<file path="config.mk">
export PLATFORM = sky130hd
export DESIGN_NAME = gfam_top
export DESIGN_NICKNAME = d
export VERILOG_FILES = /design/src/hdl/gfam_top.v /design/src/hdl/gfam_cfg_mem.v
export VERILOG_INCLUDE_DIRS = /design/src /design/src/shared
export SDC_FILE = /design/constraint.sdc
export NUM_CORES = 1
export LEC_CHECK = 0
export ABC_CLOCK_PERIOD_IN_PS = 3950
export BUFFER_PORTS_ARGS = -buffer_cell sky130_fd_sc_hd__buf_4
export CAP_MARGIN = 20
export CORE_MARGIN = 4
export CORE_UTILIZATION = 42
export CTS_CLUSTER_DIAMETER = 200
export DETAILED_ROUTE_END_ITERATION = 10
export GPL_ROUTABILITY_DRIVEN = 1
export GPL_TIMING_DRIVEN = 0
export PLACE_DENSITY_LB_ADDON = 0.08
export RECOVER_POWER = 100
export SLEW_MARGIN = 40
export SYNTH_ARGS = -nofsm -noshare
export SYNTH_HDL_FRONTEND = slang
export SYNTH_HIERARCHICAL = 1
export SYNTH_SLANG_ARGS = --single-unit
export TNS_END_PERCENT = 1
</file>
<file path="constraint.sdc">
create_clock -name aclk -period 3.95 [get_ports aclk]
set_input_delay 0.1975 -clock aclk [delete_from_list [all_inputs] [get_ports aclk]]
set_output_delay 0.1975 -clock aclk [all_outputs]
set_load 0.03 [all_outputs]
</file>
<file path="src/shared/gfam_defines.vh">
`ifndef GFAM_DEFINES_VH
`define GFAM_DEFINES_VH
// ****************************************
// register byte addresses
// ****************************************
`define GFAM_ADDR_CFG_LAST    12'h03c
`define GFAM_ADDR_INPUTS      12'h040
`define GFAM_ADDR_STICKY      12'h044
`define GFAM_ADDR_STICKY_CLR  12'h048
`define GFAM_ADDR_BUF_CFG     12'h04c
`define GFAM_ADDR_LIVE        12'h050
// ****************************************
// pin configuration word fields
// ****************************************
`define GFAM_CFG_W            16
`define GFAM_CFG_MODE_LSB     0
`define GFAM_CFG_SEL_LSB      4
`define GFAM_CFG_INV_BIT      8
`define GFAM_CFG_LVL_BIT      12
`define GFAM_CFG_RESET        16'h0000
// ****************************************
// pin modes
// ****************************************
`define GFAM_MODE_INPUT       3'h0
`define GFAM_MODE_OUTPUT      3'h1
`define GFAM_MODE_LOS         3'h2
`define GFAM_MODE_LOL_LIVE    3'h3
`define GFAM_MODE_LOL_STICKY  3'h4
`define GFAM_MODE_HO_LIVE     3'h5
`define GFAM_MODE_HO_STICKY   3'h6
// ****************************************
// sticky register and buffer fields
// ****************************************
`define GFAM_STK_LOL_LSB      0
`define GFAM_STK_HO_LSB       8
`define GFAM_BUF_SWING_LSB    0
`define GFAM_BUF_CROSS_LSB    2
`define GFAM_BUF_CINV_BIT     5
`define GFAM_BUF_RESET        8'h00
// ****************************************
// bus responses
// ****************************************
`define GFAM_RESP_OKAY        2'h0
`define GFAM_RESP_SLVERR      2'h2
`endif

</file>
<file path="src/hdl/gfam_top.v">
// Functional notes
// RULE1: pin functions take effect only once the reset sequence is done.
// RULE2: sixteen pins, numbered zero to fifteen, each with its own configuration.
// RULE3: any pin may take any function aimed at any source.
// RULE4: input mode samples the pin into a readable register; input is default.
// RULE5: output mode drives the pin from a host-written register bit.
// RULE6: pins configured alike show identical outputs.
// RULE7: loss-of-signal mode shows the selected monitor alarm, optionally inverted.
// RULE8: loss-of-signal output follows the alarm live, never latched.
// RULE9: live loss-of-lock mode drives high while selected loop is unlocked.
// RULE10: sticky loss-of-lock latches on any lock change, either direction.
// RULE11: an option inverts the sticky loss-of-lock output.
// RULE12: latched status holds until the host writes the clear register.
// RULE13: holdover mode shows the selected channel's holdover status.
// RULE14: single-ended mode copies the clock to both pads, complement invertible.
// RULE15: two-bit swing field selects one of four nominal swings.
// RULE16: three-bit crossing field selects one of eight common mode levels.
// RULE17: holdover sticky mode latches on holdover entry or exit, invertible, clearable.
// RULE18: pin inputs pass a two-stage synchronizer before any use.
`timescale 1ns/1ps
`default_nettype none
`include "gfam_defines.vh"
module gfam_top (
   // clock and reset
   input  wire        aclk,
   input  wire        aresetn,
   // axi4-lite write address
   input  wire [11:0] s_axi_awaddr,
   input  wire        s_axi_awvalid,
   output reg         s_axi_awready,
   // axi4-lite write data
   input  wire [31:0] s_axi_wdata,
   input  wire [3:0]  s_axi_wstrb,
   input  wire        s_axi_wvalid,
   output reg         s_axi_wready,
   // axi4-lite write response
   output reg  [1:0]  s_axi_bresp,
   output reg         s_axi_bvalid,
   input  wire        s_axi_bready,
   // axi4-lite read address
   input  wire [11:0] s_axi_araddr,
   input  wire        s_axi_arvalid,
   output reg         s_axi_arready,
   // axi4-lite read data
   output reg  [31:0] s_axi_rdata,
   output reg  [1:0]  s_axi_rresp,
   output reg         s_axi_rvalid,
   input  wire        s_axi_rready,
   // device status
   input  wire        init_done,
   input  wire [3:0]  ref_los_alarm,
   input  wire [4:0]  pll_locked,
   input  wire [3:0]  pll_holdover,
   // gpio pins
   input  wire [15:0] gpio_in,
   output reg  [15:0] gpio_out,
   output reg  [15:0] gpio_oe,
   // output buffer
   input  wire        buf_clk_src,
   output reg         true_output_pad,
   output reg         complement_output_pad,
   output reg  [1:0]  diff_swing_select,
   output reg  [2:0]  crossing_level_select
);
   // ****************************************
   // decode helpers
   // ****************************************
   function is_cfg_addr;
      input [11:0] a;
      begin
         is_cfg_addr = (a <= `GFAM_ADDR_CFG_LAST);
      end
   endfunction

   // alarm level of one pin before inversion; unknown selects read as zero
   function pin_alarm;
      input [2:0] mode;
      input [2:0] sel;
      input [3:0] los;
      input [4:0] lock;
      input [4:0] lol_stk;
      input [3:0] ho;
      input [3:0] ho_stk;
      reg         idx_ok;
      reg         ref_ok;
      begin
         idx_ok = (sel <= 3'h4);
         ref_ok = (sel <= 3'h3);
         pin_alarm = 1'b0;
         case (mode)
            `GFAM_MODE_LOS:        pin_alarm = ref_ok & los[sel[1:0]];
            `GFAM_MODE_LOL_LIVE:   pin_alarm = idx_ok & ~lock[sel];
            `GFAM_MODE_LOL_STICKY: pin_alarm = idx_ok & lol_stk[sel];
            `GFAM_MODE_HO_LIVE:    pin_alarm = ref_ok & ho[sel[1:0]];
            `GFAM_MODE_HO_STICKY:  pin_alarm = ref_ok & ho_stk[sel[1:0]];
            default:               pin_alarm = 1'b0;
         endcase
      end
   endfunction

   function is_drive_mode;
      input [2:0] mode;
      begin
         is_drive_mode = (mode != `GFAM_MODE_INPUT) && (mode <= `GFAM_MODE_HO_STICKY);
      end
   endfunction

   // ****************************************
   // pin input synchronizer
   // ****************************************
   reg [15:0] in_meta_q;
   reg [15:0] in_sync_q;

   // RULE18: two flop sync
   always @(posedge aclk) begin
      if (!aresetn) begin
         in_meta_q <= 16'h0000;
         in_sync_q <= 16'h0000;
      end else begin
         in_meta_q <= gpio_in;
         in_sync_q <= in_meta_q;
      end
   end

   // ****************************************
   // write channel
   // ****************************************
   reg  [11:0]  aw_addr_q;
   reg          aw_have_q;
   reg  [31:0]  w_data_q;
   reg  [3:0]   w_strb_q;
   reg          w_have_q;
   reg  [7:0]   buf_cfg_q;
   wire         do_write;
   wire         wr_cfg;
   wire         wr_clr;
   wire [255:0] cfg_flat;
   wire [15:0]  mem_rd_data;

   assign do_write = aw_have_q && w_have_q && !s_axi_bvalid;
   assign wr_cfg   = do_write && is_cfg_addr(aw_addr_q);
   assign wr_clr   = do_write && (aw_addr_q == `GFAM_ADDR_STICKY_CLR);

   always @(posedge aclk) begin
      if (!aresetn) begin
         aw_addr_q     <= 12'h000;
         aw_have_q     <= 1'b0;
         w_data_q      <= 32'h00000000;
         w_strb_q      <= 4'h0;
         w_have_q      <= 1'b0;
         s_axi_awready <= 1'b0;
         s_axi_wready  <= 1'b0;
         s_axi_bvalid  <= 1'b0;
         s_axi_bresp   <= `GFAM_RESP_OKAY;
         buf_cfg_q     <= `GFAM_BUF_RESET;
      end else begin
         // each channel is taken on its own, in either order
         s_axi_awready <= !aw_have_q && !(s_axi_awvalid && s_axi_awready);
         s_axi_wready  <= !w_have_q && !(s_axi_wvalid && s_axi_wready);
         if (s_axi_awvalid && s_axi_awready) begin
            aw_addr_q <= s_axi_awaddr;
            aw_have_q <= 1'b1;
         end
         if (s_axi_wvalid && s_axi_wready) begin
            w_data_q <= s_axi_wdata;
            w_strb_q <= s_axi_wstrb;
            w_have_q <= 1'b1;
         end
         if (do_write) begin
            aw_have_q    <= 1'b0;
            w_have_q     <= 1'b0;
            s_axi_bvalid <= 1'b1;
            if (is_cfg_addr(aw_addr_q) || (aw_addr_q == `GFAM_ADDR_STICKY_CLR)) begin
               s_axi_bresp <= `GFAM_RESP_OKAY;
            end else if (aw_addr_q == `GFAM_ADDR_BUF_CFG) begin
               s_axi_bresp <= `GFAM_RESP_OKAY;
               if (w_strb_q[0]) begin
                  buf_cfg_q <= w_data_q[7:0];
               end
            end else if ((aw_addr_q == `GFAM_ADDR_INPUTS) ||
                         (aw_addr_q == `GFAM_ADDR_STICKY) ||
                         (aw_addr_q == `GFAM_ADDR_LIVE)) begin
               // read-only registers ignore the data
               s_axi_bresp <= `GFAM_RESP_OKAY;
            end else begin
               s_axi_bresp <= `GFAM_RESP_SLVERR;
            end
         end else if (s_axi_bvalid && s_axi_bready) begin
            s_axi_bvalid <= 1'b0;
         end
      end
   end

   // ****************************************
   // configuration store
   // ****************************************
   reg  [3:0] rd_idx_d;
   // RULE2: sixteen config words
   gfam_cfg_mem u_cfg_mem (
      .aclk      (aclk),
      .aresetn   (aresetn),
      .wr_en     (wr_cfg),
      .wr_idx    (aw_addr_q[5:2]),
      .wr_data   (w_data_q[15:0]),
      .wr_strb   (w_strb_q[1:0]),
      .rd_idx    (rd_idx_d),
      .rd_data_q (mem_rd_data),
      .cfg_flat  (cfg_flat)
   );

   // ****************************************
   // sticky status
   // ****************************************
   reg  [4:0] lock_prev_q;
   reg  [3:0] ho_prev_q;
   reg        primed_q;
   reg  [4:0] lol_stk_q;
   reg  [3:0] ho_stk_q;
   wire [4:0] lol_clr;
   wire [3:0] ho_clr;

   assign lol_clr = (wr_clr && w_strb_q[0]) ? w_data_q[`GFAM_STK_LOL_LSB +: 5] : 5'h00;
   assign ho_clr  = (wr_clr && w_strb_q[1]) ? w_data_q[`GFAM_STK_HO_LSB +: 4] : 4'h0;

   always @(posedge aclk) begin
      if (!aresetn) begin
         lock_prev_q <= 5'h00;
         ho_prev_q   <= 4'h0;
         primed_q    <= 1'b0;
         lol_stk_q   <= 5'h00;
         ho_stk_q    <= 4'h0;
      end else begin
         lock_prev_q <= pll_locked;
         ho_prev_q   <= pll_holdover;
         // no edge is seen until a first sample is held
         primed_q    <= 1'b1;
         // RULE10: any lock change latches; RULE12: clear on write, set wins
         lol_stk_q   <= (lol_stk_q & ~lol_clr) |
                        ({5{primed_q}} & (pll_locked ^ lock_prev_q));
         // RULE17: holdover entry or exit latches, cleared like the others
         ho_stk_q    <= (ho_stk_q & ~ho_clr) |
                        ({4{primed_q}} & (pll_holdover ^ ho_prev_q));
      end
   end

   // ****************************************
   // pin function
   // ****************************************
   reg [15:0] pin_out_d;
   reg [15:0] pin_oe_d;
   reg [15:0] pin_cfg;
   integer    p;

   // RULE3: any pin, any function; RULE6: same config gives same output
   always @* begin
      pin_out_d = 16'h0000;
      pin_oe_d  = 16'h0000;
      pin_cfg   = 16'h0000;
      for (p = 0; p < 16; p = p + 1) begin
         pin_cfg = cfg_flat[16*p +: 16];
         if (pin_cfg[`GFAM_CFG_MODE_LSB +: 3] == `GFAM_MODE_OUTPUT) begin
            // RULE5: drive from register
            pin_out_d[p] = pin_cfg[`GFAM_CFG_LVL_BIT];
         end else begin
            // RULE7: los with inversion; RULE8: live level; RULE9: live unlock
            // RULE11: invert sticky lock; RULE13: holdover status
            pin_out_d[p] = pin_alarm(pin_cfg[`GFAM_CFG_MODE_LSB +: 3],
                                     pin_cfg[`GFAM_CFG_SEL_LSB +: 3],
                                     ref_los_alarm, pll_locked, lol_stk_q,
                                     pll_holdover, ho_stk_q) ^
                           pin_cfg[`GFAM_CFG_INV_BIT];
         end
         // RULE1: no drive before reset sequence ends
         pin_oe_d[p] = init_done && is_drive_mode(pin_cfg[`GFAM_CFG_MODE_LSB +: 3]);
      end
   end

   always @(posedge aclk) begin
      if (!aresetn) begin
         gpio_out <= 16'h0000;
         gpio_oe  <= 16'h0000;
      end else begin
         gpio_out <= pin_out_d & pin_oe_d;
         gpio_oe  <= pin_oe_d;
      end
   end

   // ****************************************
   // output buffer
   // ****************************************
   always @(posedge aclk) begin
      if (!aresetn) begin
         true_output_pad       <= 1'b0;
         complement_output_pad <= 1'b0;
         diff_swing_select     <= 2'h0;
         crossing_level_select <= 3'h0;
      end else begin
         // RULE14: both pads copy the clock
         true_output_pad       <= buf_clk_src;
         complement_output_pad <= buf_clk_src ^ buf_cfg_q[`GFAM_BUF_CINV_BIT];
         // RULE15: swing code to pad
         diff_swing_select     <= buf_cfg_q[`GFAM_BUF_SWING_LSB +: 2];
         // RULE16: crossing code to pad
         crossing_level_select <= buf_cfg_q[`GFAM_BUF_CROSS_LSB +: 3];
      end
   end

   // ****************************************
   // read channel
   // ****************************************
   reg [11:0] ar_addr_q;
   reg        rd_pend_q;

   always @* begin
      rd_idx_d = (s_axi_arvalid && s_axi_arready) ? s_axi_araddr[5:2] : ar_addr_q[5:2];
   end

   // the store answers one cycle late, so a read takes two cycles
   always @(posedge aclk) begin
      if (!aresetn) begin
         ar_addr_q     <= 12'h000;
         rd_pend_q     <= 1'b0;
         s_axi_arready <= 1'b0;
         s_axi_rvalid  <= 1'b0;
         s_axi_rdata   <= 32'h00000000;
         s_axi_rresp   <= `GFAM_RESP_OKAY;
      end else begin
         s_axi_arready <= !rd_pend_q && !s_axi_rvalid &&
                          !(s_axi_arvalid && s_axi_arready);
         if (s_axi_arvalid && s_axi_arready) begin
            ar_addr_q <= s_axi_araddr;
            rd_pend_q <= 1'b1;
         end
         if (rd_pend_q) begin
            rd_pend_q    <= 1'b0;
            s_axi_rvalid <= 1'b1;
            s_axi_rresp  <= `GFAM_RESP_OKAY;
            if (is_cfg_addr(ar_addr_q)) begin
               s_axi_rdata <= {16'h0000, mem_rd_data};
            end else if (ar_addr_q == `GFAM_ADDR_INPUTS) begin
               // RULE4: synchronized pin levels
               s_axi_rdata <= {16'h0000, in_sync_q};
            end else if (ar_addr_q == `GFAM_ADDR_STICKY) begin
               s_axi_rdata <= {20'h00000, ho_stk_q, 3'h0, lol_stk_q};
            end else if (ar_addr_q == `GFAM_ADDR_STICKY_CLR) begin
               s_axi_rdata <= 32'h00000000;
            end else if (ar_addr_q == `GFAM_ADDR_BUF_CFG) begin
               s_axi_rdata <= {24'h000000, buf_cfg_q};
            end else if (ar_addr_q == `GFAM_ADDR_LIVE) begin
               s_axi_rdata <= {19'h00000, pll_holdover, pll_locked, ref_los_alarm};
            end else begin
               s_axi_rdata <= 32'h00000000;
               s_axi_rresp <= `GFAM_RESP_SLVERR;
            end
         end else if (s_axi_rvalid && s_axi_rready) begin
            s_axi_rvalid <= 1'b0;
         end
      end
   end
endmodule
`default_nettype wire

</file>
<file path="src/hdl/gfam_cfg_mem.v">
`timescale 1ns/1ps
`default_nettype none
`include "gfam_defines.vh"
// ****************************************
// sixteen pin configuration words
// ****************************************
module gfam_cfg_mem (
   // clock and reset
   input  wire         aclk,
   input  wire         aresetn,
   // write port
   input  wire         wr_en,
   input  wire [3:0]   wr_idx,
   input  wire [15:0]  wr_data,
   input  wire [1:0]   wr_strb,
   // read port
   input  wire [3:0]   rd_idx,
   output reg  [15:0]  rd_data_q,
   // all words in parallel for the pin logic
   output wire [255:0] cfg_flat
);
   reg [15:0] mem_q [0:15];
   integer    k;
   genvar     g;

   always @(posedge aclk) begin
      if (!aresetn) begin
         for (k = 0; k < 16; k = k + 1) begin
            mem_q[k] <= `GFAM_CFG_RESET;
         end
         rd_data_q <= 16'h0000;
      end else begin
         if (wr_en && wr_strb[0]) begin
            mem_q[wr_idx][7:0] <= wr_data[7:0];
         end
         if (wr_en && wr_strb[1]) begin
            mem_q[wr_idx][15:8] <= wr_data[15:8];
         end
         rd_data_q <= mem_q[rd_idx];
      end
   end

   generate
      for (g = 0; g < 16; g = g + 1) begin : flat
         assign cfg_flat[16*g +: 16] = mem_q[g];
      end
   endgenerate
endmodule
`default_nettype wire

</file>
==> run_results.csv, run 1 <==
group,metric,value,unit
route,drt_pass1_iterations,5,
grt,track_usage,27.5,%
cts,cts-root-buf,"clkbuf_16",
hold_path,whs_endpoint,"ar_addr_q[2]$_SDFFE_PN0P_",
final_layout,drive_above_1_share,14.7,%
final_layout,areaGrowthSynthToFinish,17.0,%
cts,clock-sinks,438,
yosys,ys.flop_type,"edfxtp_1",
yosys,postSynthCellCount,1995,
run_status,status,"finished, violations left",
critical_path,cpPeakStageDelay,1.10,ns
route,antenna_left,0,
sta,period_share,91.5,%
critical_path,startpoint,"aw_addr_q[8]$_SDFFE_PN0P_",
critical_path,regToRegStartpoint,"aw_addr_q[8]$_SDFFE_PN0P_",
hold_path,min-delay-start,"s_axi_araddr[2]",
route,viasPerCell,5.90,
grt,grt_max_degree,17,
cts,clock_path_buffers,3,
route,route.detailed.wl_per_inst,27.2,um
critical_path,path_cells,"or4_1 > or4_1 > nor2_1 > and3_4 > nand2b_1 > o21ai_0",
critical_path,worst_setup_path_end_kind,"flip-flop",
floorplan,start_util,42.5,%
critical_path,startpoint_type,"flip-flop",
critical_path,worst-path-stages,6,
route,postRouteWirelength,81600,um
cts,clk_pin_slew,0.06,ns
placement,dpl.hpwl,59400,um
placement,routabilityCongestion,0.922,
run,drv_cap,1,
sta,period_needed,3.62,ns
grt,grt_pass1_wl,116000,um
grt,grt_pass1_vias,17100,
floorplan,die_area,58200,um^2
route,drc,0,
grt,antenna_found_initial,2,
yosys,async_flop_share,0,%
grt,grt-ovfl-total,0,
final_layout,layoutNonFillerInstCount,3000,
yosys,synth.ff_latch_count,438,
sta,drv_slew,9,
critical_path,cp_slowest_cell,"o21ai_0",
cts,numCtsBuffers,49,
sta,max_slew.worst_pin.slew,1.54,ns
critical_path,cpMostUsedCell,"or4_1",
hold_path,hp-class,"in2reg",
critical_path,reg2reg_slack,0.33,ns
placement,post-place-ws,0.550,ns
sta,grt_setup_unrepaired,"no",
floorplan,ioPinCount,178,
cts,cts_resized,0,
power,ir_drop,359,uV
critical_path,crit_buf_inv,0,
yosys,seq_area_frac_synth,49.6,%
final_layout,final_util,49.7,%
yosys,synth_area,22900,um^2
floorplan,core-area,53800,um^2
route,first_iter_violations,1916,
cts,clk_latency,0.61,ns
yosys,yosysUniqueCellTypes,80,
final_layout,fin_nets,2361,
route,num_vias,17700,
critical_path,reg2reg_depth,6,
critical_path,cp_data_required_time,4.16,ns
hold_path,whs_path_depth,4,
sta,relSlewSlack,-3.86,%
cts,h-tree-depth,2,
critical_path,timing.rr.end,"u_cfg_mem/mem_q[14][15]$_SDFFCE_PN0P_",
power,finalPower,11.4,mW
cts,post_cts_buffers,0,
power,cellLeakagePower,9.56,nW
floorplan,die-width,241,um
sta,setup_slack,0.335,ns
sta,setup_violations,0,
sta,fin_worst_skew,0.0231,ns
critical_path,setup.worst_path.class,"reg2reg",
floorplan,row_count,85,
sta,hold_viol_final,0,
critical_path,cp.arrival,3.82,ns
yosys,synth.avg_cell_area,11.5,um^2
run_status,violations,"capacitance limit, slew limit",
sta,fin_tns_setup,0,ns
placement,dp_cells,2848,
floorplan,fp.dieH,241,um
power,pwr_density_cell,425,nW/um^2
critical_path,critPathMaxFanout,8,
yosys,synth_edf_count,256,
placement,port_buffers,139,
cts,cts_tree,"done",
sta,clock.fmax,277,MHz
critical_path,cpLargestDelayFamily,"simple AND/OR/NAND/NOR gates",
yosys,yosysWarnings,6,
==> worst max-delay path by stage <==
| stage | to | slack (ns) |
|---|---|---|
| after floorplan | u_cfg_mem/mem_q[7][10]$_SDFFCE_PN0P_ | 1.10 |
| after global placement | u_cfg_mem/mem_q[1][1]$_SDFFCE_PN0P_ | 0.24 |
| after detailed placement | u_cfg_mem/mem_q[2][13]$_SDFFCE_PN0P_ | 0.55 |
| after CTS | u_cfg_mem/mem_q[2][10]$_SDFFCE_PN0P_ | 0.53 |
| after global routing | u_cfg_mem/mem_q[14][6]$_SDFFCE_PN0P_ | 0.22 |
| final | u_cfg_mem/mem_q[14][15]$_SDFFCE_PN0P_ | 0.33 |
==> repair_timing <==
item                                    4_1_cts  5_1_grt
hold buffers                                 60        0
endpoints found under the setup margin        0        0
hold endpoints to repair                     59        0
==> flip-flops by register name, indices dropped and copies added (netlist names), 2 cells and up <==
register               count
buf_cfg_q                  8
ho_stk_q                   4
ho_prev_q                  4
w_strb_q                   2
u_cfg_mem/mem_q          256
gpio_oe                   16
crossing_level_select      3
in_sync_q                 16
in_meta_q                 16
s_axi_rdata               16
lock_prev_q                5
diff_swing_select          2
lol_stk_q                  5
u_cfg_mem/rd_data_q       16
w_data_q                  16
gpio_out                  16
aw_addr_q                 12
ar_addr_q                 12
==> worst register-to-register path: cells and delay by family (launching register included) <==
family | cells | cell delay [ns]
flops | 1 | 0.30
compound gates | 1 | 1.10
simple gates | 5 | 1.81
==> synth_stat cells (4+ instances only) <==
cell | instances | share of area [%]
a221o_1 | 4 | 0.18
or4b_1 | 6 | 0.26
nor2_2 | 20 | 0.55
o32a_1 | 8 | 0.35
a21boi_0 | 43 | 1.4
nor3_1 | 45 | 0.99
a22oi_1 | 65 | 2.1
dfxtp_1 | 182 | 16
nor3b_1 | 7 | 0.23
nor4b_1 | 6 | 0.23
a31oi_1 | 22 | 0.60
o211ai_1 | 5 | 0.16
mux4_2 | 90 | 8.9
mux2_2 | 10 | 0.49
o211a_1 | 7 | 0.31
clkbuf_1 | 97 | 1.6
a21boi_1 | 4 | 0.13
nor3_4 | 8 | 0.57
buf_6 | 9 | 0.44
o221ai_1 | 4 | 0.15
o22ai_1 | 11 | 0.30
and2_1 | 318 | 8.7
and3_1 | 13 | 0.36
buf_2 | 29 | 0.63
buf_4 | 22 | 0.72
nor2_1 | 77 | 1.3
edfxtp_1 | 256 | 34
nor2b_1 | 22 | 0.60
or4_1 | 7 | 0.23
mux2i_1 | 144 | 6.3
nand2b_1 | 58 | 1.6
nand2_1 | 156 | 2.6
a21oi_1 | 20 | 0.44
o21ai_0 | 39 | 0.85
nand3b_1 | 16 | 0.53
o31ai_1 | 15 | 0.49
a211oi_1 | 5 | 0.16
inv_1 | 17 | 0.28
xor2_1 | 10 | 0.38
o21a_1 | 8 | 0.26
buf_8 | 4 | 0.26
nand3_1 | 39 | 0.85
==> layer usage <==
layer / share of wire, % / global-route usage [%]
met1: 41 / 37.3
met2: 46 / 43.6
met3: 8.2 / 5.21
met4: 4.8 / 11.5
met5: 0 / 0
==> layout by cell type (no fill, tap or decap), types with 11 or more instances in the layout <==
cell / instances
edfxtp_1: 256
dfxtp_1: 182
clkbuf_1: 170
and2_0: 169
nand2_1: 158
and2_1: 149
mux2i_1: 144
buf_4: 98
nor2_1: 97
mux4_2: 90
a22oi_1: 65
nand2b_1: 60
dlygate4sd3_1: 60
clkbuf_16: 49
a21boi_0: 47
nor3_1: 46
nand3_1: 42
buf_2: 25
a31oi_1: 22
nor2b_1: 22
o21ai_1: 22
o21ai_0: 20
a21oi_1: 20
conb_1: 18
nand3b_1: 17
inv_1: 17
o31ai_1: 15
and3_1: 13
clkbuf_2: 12
clkbuf_8: 12
o22ai_1: 11
==> kinds of logic (layout without fill, tap and decap cells) <==
family / count (synthesis) / count (layout) / share of synthesized area (%)
and+or+nand+nor: 832 / 832 / 21.2
muxes: 245 / 245 / 15.8
DFF: 438 / 438 / 49.6
AOI/OAI and AO/OA: 283 / 283 / 8.82
other: 1 / 19 / 0.0164
xor gates and xnor gates: 11 / 11 / 0.421
buffers and inverters: 185 / 476 / 4.20
==> final cells by class <==
class | count | area [um^2]
inverter | 17 | 63.8
clock buffer | 75 | 1450
tap | 696 | 871
sequential | 438 | 11300
multi-input combinational | 1389 | 10500
timing repair buffer | 200 | 1410
clock inverter | 16 | 223
antenna | 1 | 2.50
fill | 4967 | 27100
buffer | 168 | 893
==> stage by stage <==
step | hold WS, ns | cell area (um^2)
after floorplan | 0.225 | 22900
after global placement | 0.408 | 24800
final | 0.0535 | 26700
after CTS | 0.0253 | 27200
after detailed placement | 0.410 | 24900
after global routing | 0.0919 | 26700
==> where the power goes <==
part	internal (mW)	switching [mW]
Combinational	0.556	0.891
Clock	2.79	1.93
Sequential	5.01	0.191
(Power assumes the default switching activity.)
==> inputs of run 2 (changes only) <==
Settings changed: PLACE_DENSITY set to 0.56, PLACE_DENSITY_LB_ADDON 0.08 to not set.
==> run 2 against run 1 <==
The run ends with capacitance limit left; total power grew 0.44%; worst setup slack lost 0.0036 ns; routed wire length shrank 1.8%; hold slack lost 0.00065 ns; global-route usage shrank 0.44 points; sequential share of layout area is essentially flat; final cell count is essentially flat; non-clock buffer count grew 1; design area is essentially flat; largest power group unchanged; highest routed layer unchanged.
==> run_results.csv, run 2 (synthesis results as in run 1) <==
group,metric,value,unit
critical_path,setup.worst_path.class,"in2reg",
grt,antenna_found_initial,2,
grt,grt-ovfl-total,0,
sta,fin_tns_setup,0,ns
floorplan,fp.dieH,241,um
sta,setup_violations,0,
placement,port_buffers,139,
critical_path,cp_data_required_time,4.38,ns
floorplan,row_count,85,
critical_path,cp.arrival,4.05,ns
grt,track_usage,27.1,%
final_layout,final_cell_area,26800,um^2
final_layout,mostFrequentLayoutCell,"edfxtp_1",
sta,period_share,91.6,%
placement,place_area,24900,um^2
grt,grt_pass1_wl,115000,um
floorplan,ioPinCount,178,
floorplan,die_area,58200,um^2
critical_path,critPathMaxFanout,16,
route,num_vias,17700,
final_layout,final_util,49.7,%
placement,routabilityCongestion,0.989,
cts,cts-root-buf,"clkbuf_16",
final_layout,drive_above_1_share,14.8,%
floorplan,die-width,241,um
grt,grt_max_degree,17,
cts,cts_tree,"done",
final_layout,largest_reg_flops,256,
placement,post-place-ws,0.659,ns
power,pwr_density_cell,427,nW/um^2
run,drv_cap,1,
route,first_iter_violations,1750,
placement,dpl.hpwl,58700,um
hold_path,hp-class,"in2reg",
cts,clock_path_buffers,3,
route,route.detailed.wl_per_inst,26.7,um
hold_path,min-delay-start,"s_axi_araddr[5]",
power,p_comb_share,12.6,%
route,postRouteWirelength,80200,um
route,drc,0,
grt,grt_pass1_vias,17200,
route,drt_pass1_iterations,6,
floorplan,core-area,53800,um^2
cts,clk_pin_slew,0.06,ns
power,p_switching,3.00,mW
cts,numCtsBuffers,49,
critical_path,worst_setup_path_end_kind,"flip-flop",
sta,drv_slew,0,
critical_path,startpoint,"aresetn",
final_layout,areaGrowthSynthToFinish,17.0,%
sta,setup_slack,0.331,ns
sta,fin_worst_skew,0.0132,ns
sta,max_slew.worst_pin.slew,1.46,ns
cts,clock-sinks,438,
cts,post_cts_buffers,0,
route,viasPerCell,5.89,
final_layout,regMostFlops,"u_cfg_mem/mem_q",
sta,grt_setup_unrepaired,"no",
power,cellLeakagePower,9.53,nW
final_layout,final_cell_mix,"edfxtp_1 (256), and2_0 (182), dfxtp_1 (182)",
route,antenna_left,0,
power,ir_drop,290,uV
sta,period_needed,3.62,ns
run_status,status,"finished, violations left",
power,clkPwrFrac,41.9,%
floorplan,start_util,42.5,%
power,seq_power_share,45.6,%
power,swShare,26.2,%
power,finalPower,11.4,mW
final_layout,fin_nets,2362,
power,power.internal,8.42,mW
sta,clock.fmax,276,MHz
sta,relSlewSlack,1.83,%
run_status,violations,"capacitance limit",
cts,h-tree-depth,2,
critical_path,startpoint_type,"input pin",
sta,hold_viol_final,0,
final_layout,n_antenna_cell,0,
critical_path,regToRegStartpoint,"aw_addr_q[8]$_SDFFE_PN0P_",
cts,clk_latency,0.60,ns
==> run 2: critical path: stages <==
cell and delay (ns):
dlygate4sd3_1 0.52, clkbuf_1 0.97, nand2_1 0.55, clkbuf_1 0.53, clkbuf_1 0.60, a211oi_1 0.65
==> run 2: power by group through the flow <==
stage               sequential (mW)  clock, mW  combinational (mW)
finish                         5.20       4.78                1.43
global route                   5.22       5.04                1.51
CTS                            5.20       4.85                1.45
detailed placement             5.29          0                1.40
global placement               5.29          0                1.38
floorplan                      5.25          0               0.833
==> run 2: through the flow <==
step	std cells	hold WS, ns
after floorplan	2012	0.225
after global placement	2847	0.409
after detailed placement	2849	0.410
after CTS	3001	0.0319
after global routing	3001	0.0700
final	3001	0.0529
==> run 2: path summary, 6_finish.rpt <==
path / endpoint / cells past startpoint / slack [ns]
max: gpio_oe[10]$_SDFF_PN0_ / 6 / 0.33
min: ar_addr_q[5]$_SDFFE_PN0P_ / 4 / 0.05
max reg2reg: u_cfg_mem/mem_q[4][2]$_SDFFCE_PN0P_ / 7 / 0.44
min reg2reg: in_sync_q[6]$_SDFF_PN0_ / 1 / 0.43
==> run 2: final cells by class <==
class	count	area, um^2
multi-input cells	1389	10500
clock inverters	24	324
repair buffers	201	1420
plain buffers	168	892
inverters	17	63.8
flip-flops and latches	438	11300
fillers	4862	27100
clock buffers	68	1350
well taps	696	871
==> run 2: timing repair <==
action	CTS	global route
hold buffers	60	0
hold endpoints to repair	59	0
gates resized for setup	0	0
==> run 2: layer usage <==
| metal | wire (um) | global-route usage (%) | up-vias | part of all wire (%) |
|---|---|---|---|---|
| met4 | 3870 | 11.4 | 0 | 4.8 |
| met3 | 7680 | 5.71 | 200 | 9.6 |
| met1 | 32600 | 37.2 | 8800 | 41 |
| li1 | - | - | 7809 | - |
| met2 | 36100 | 41.9 | 869 | 45 |
| met5 | 0 | 0 | - | 0 |
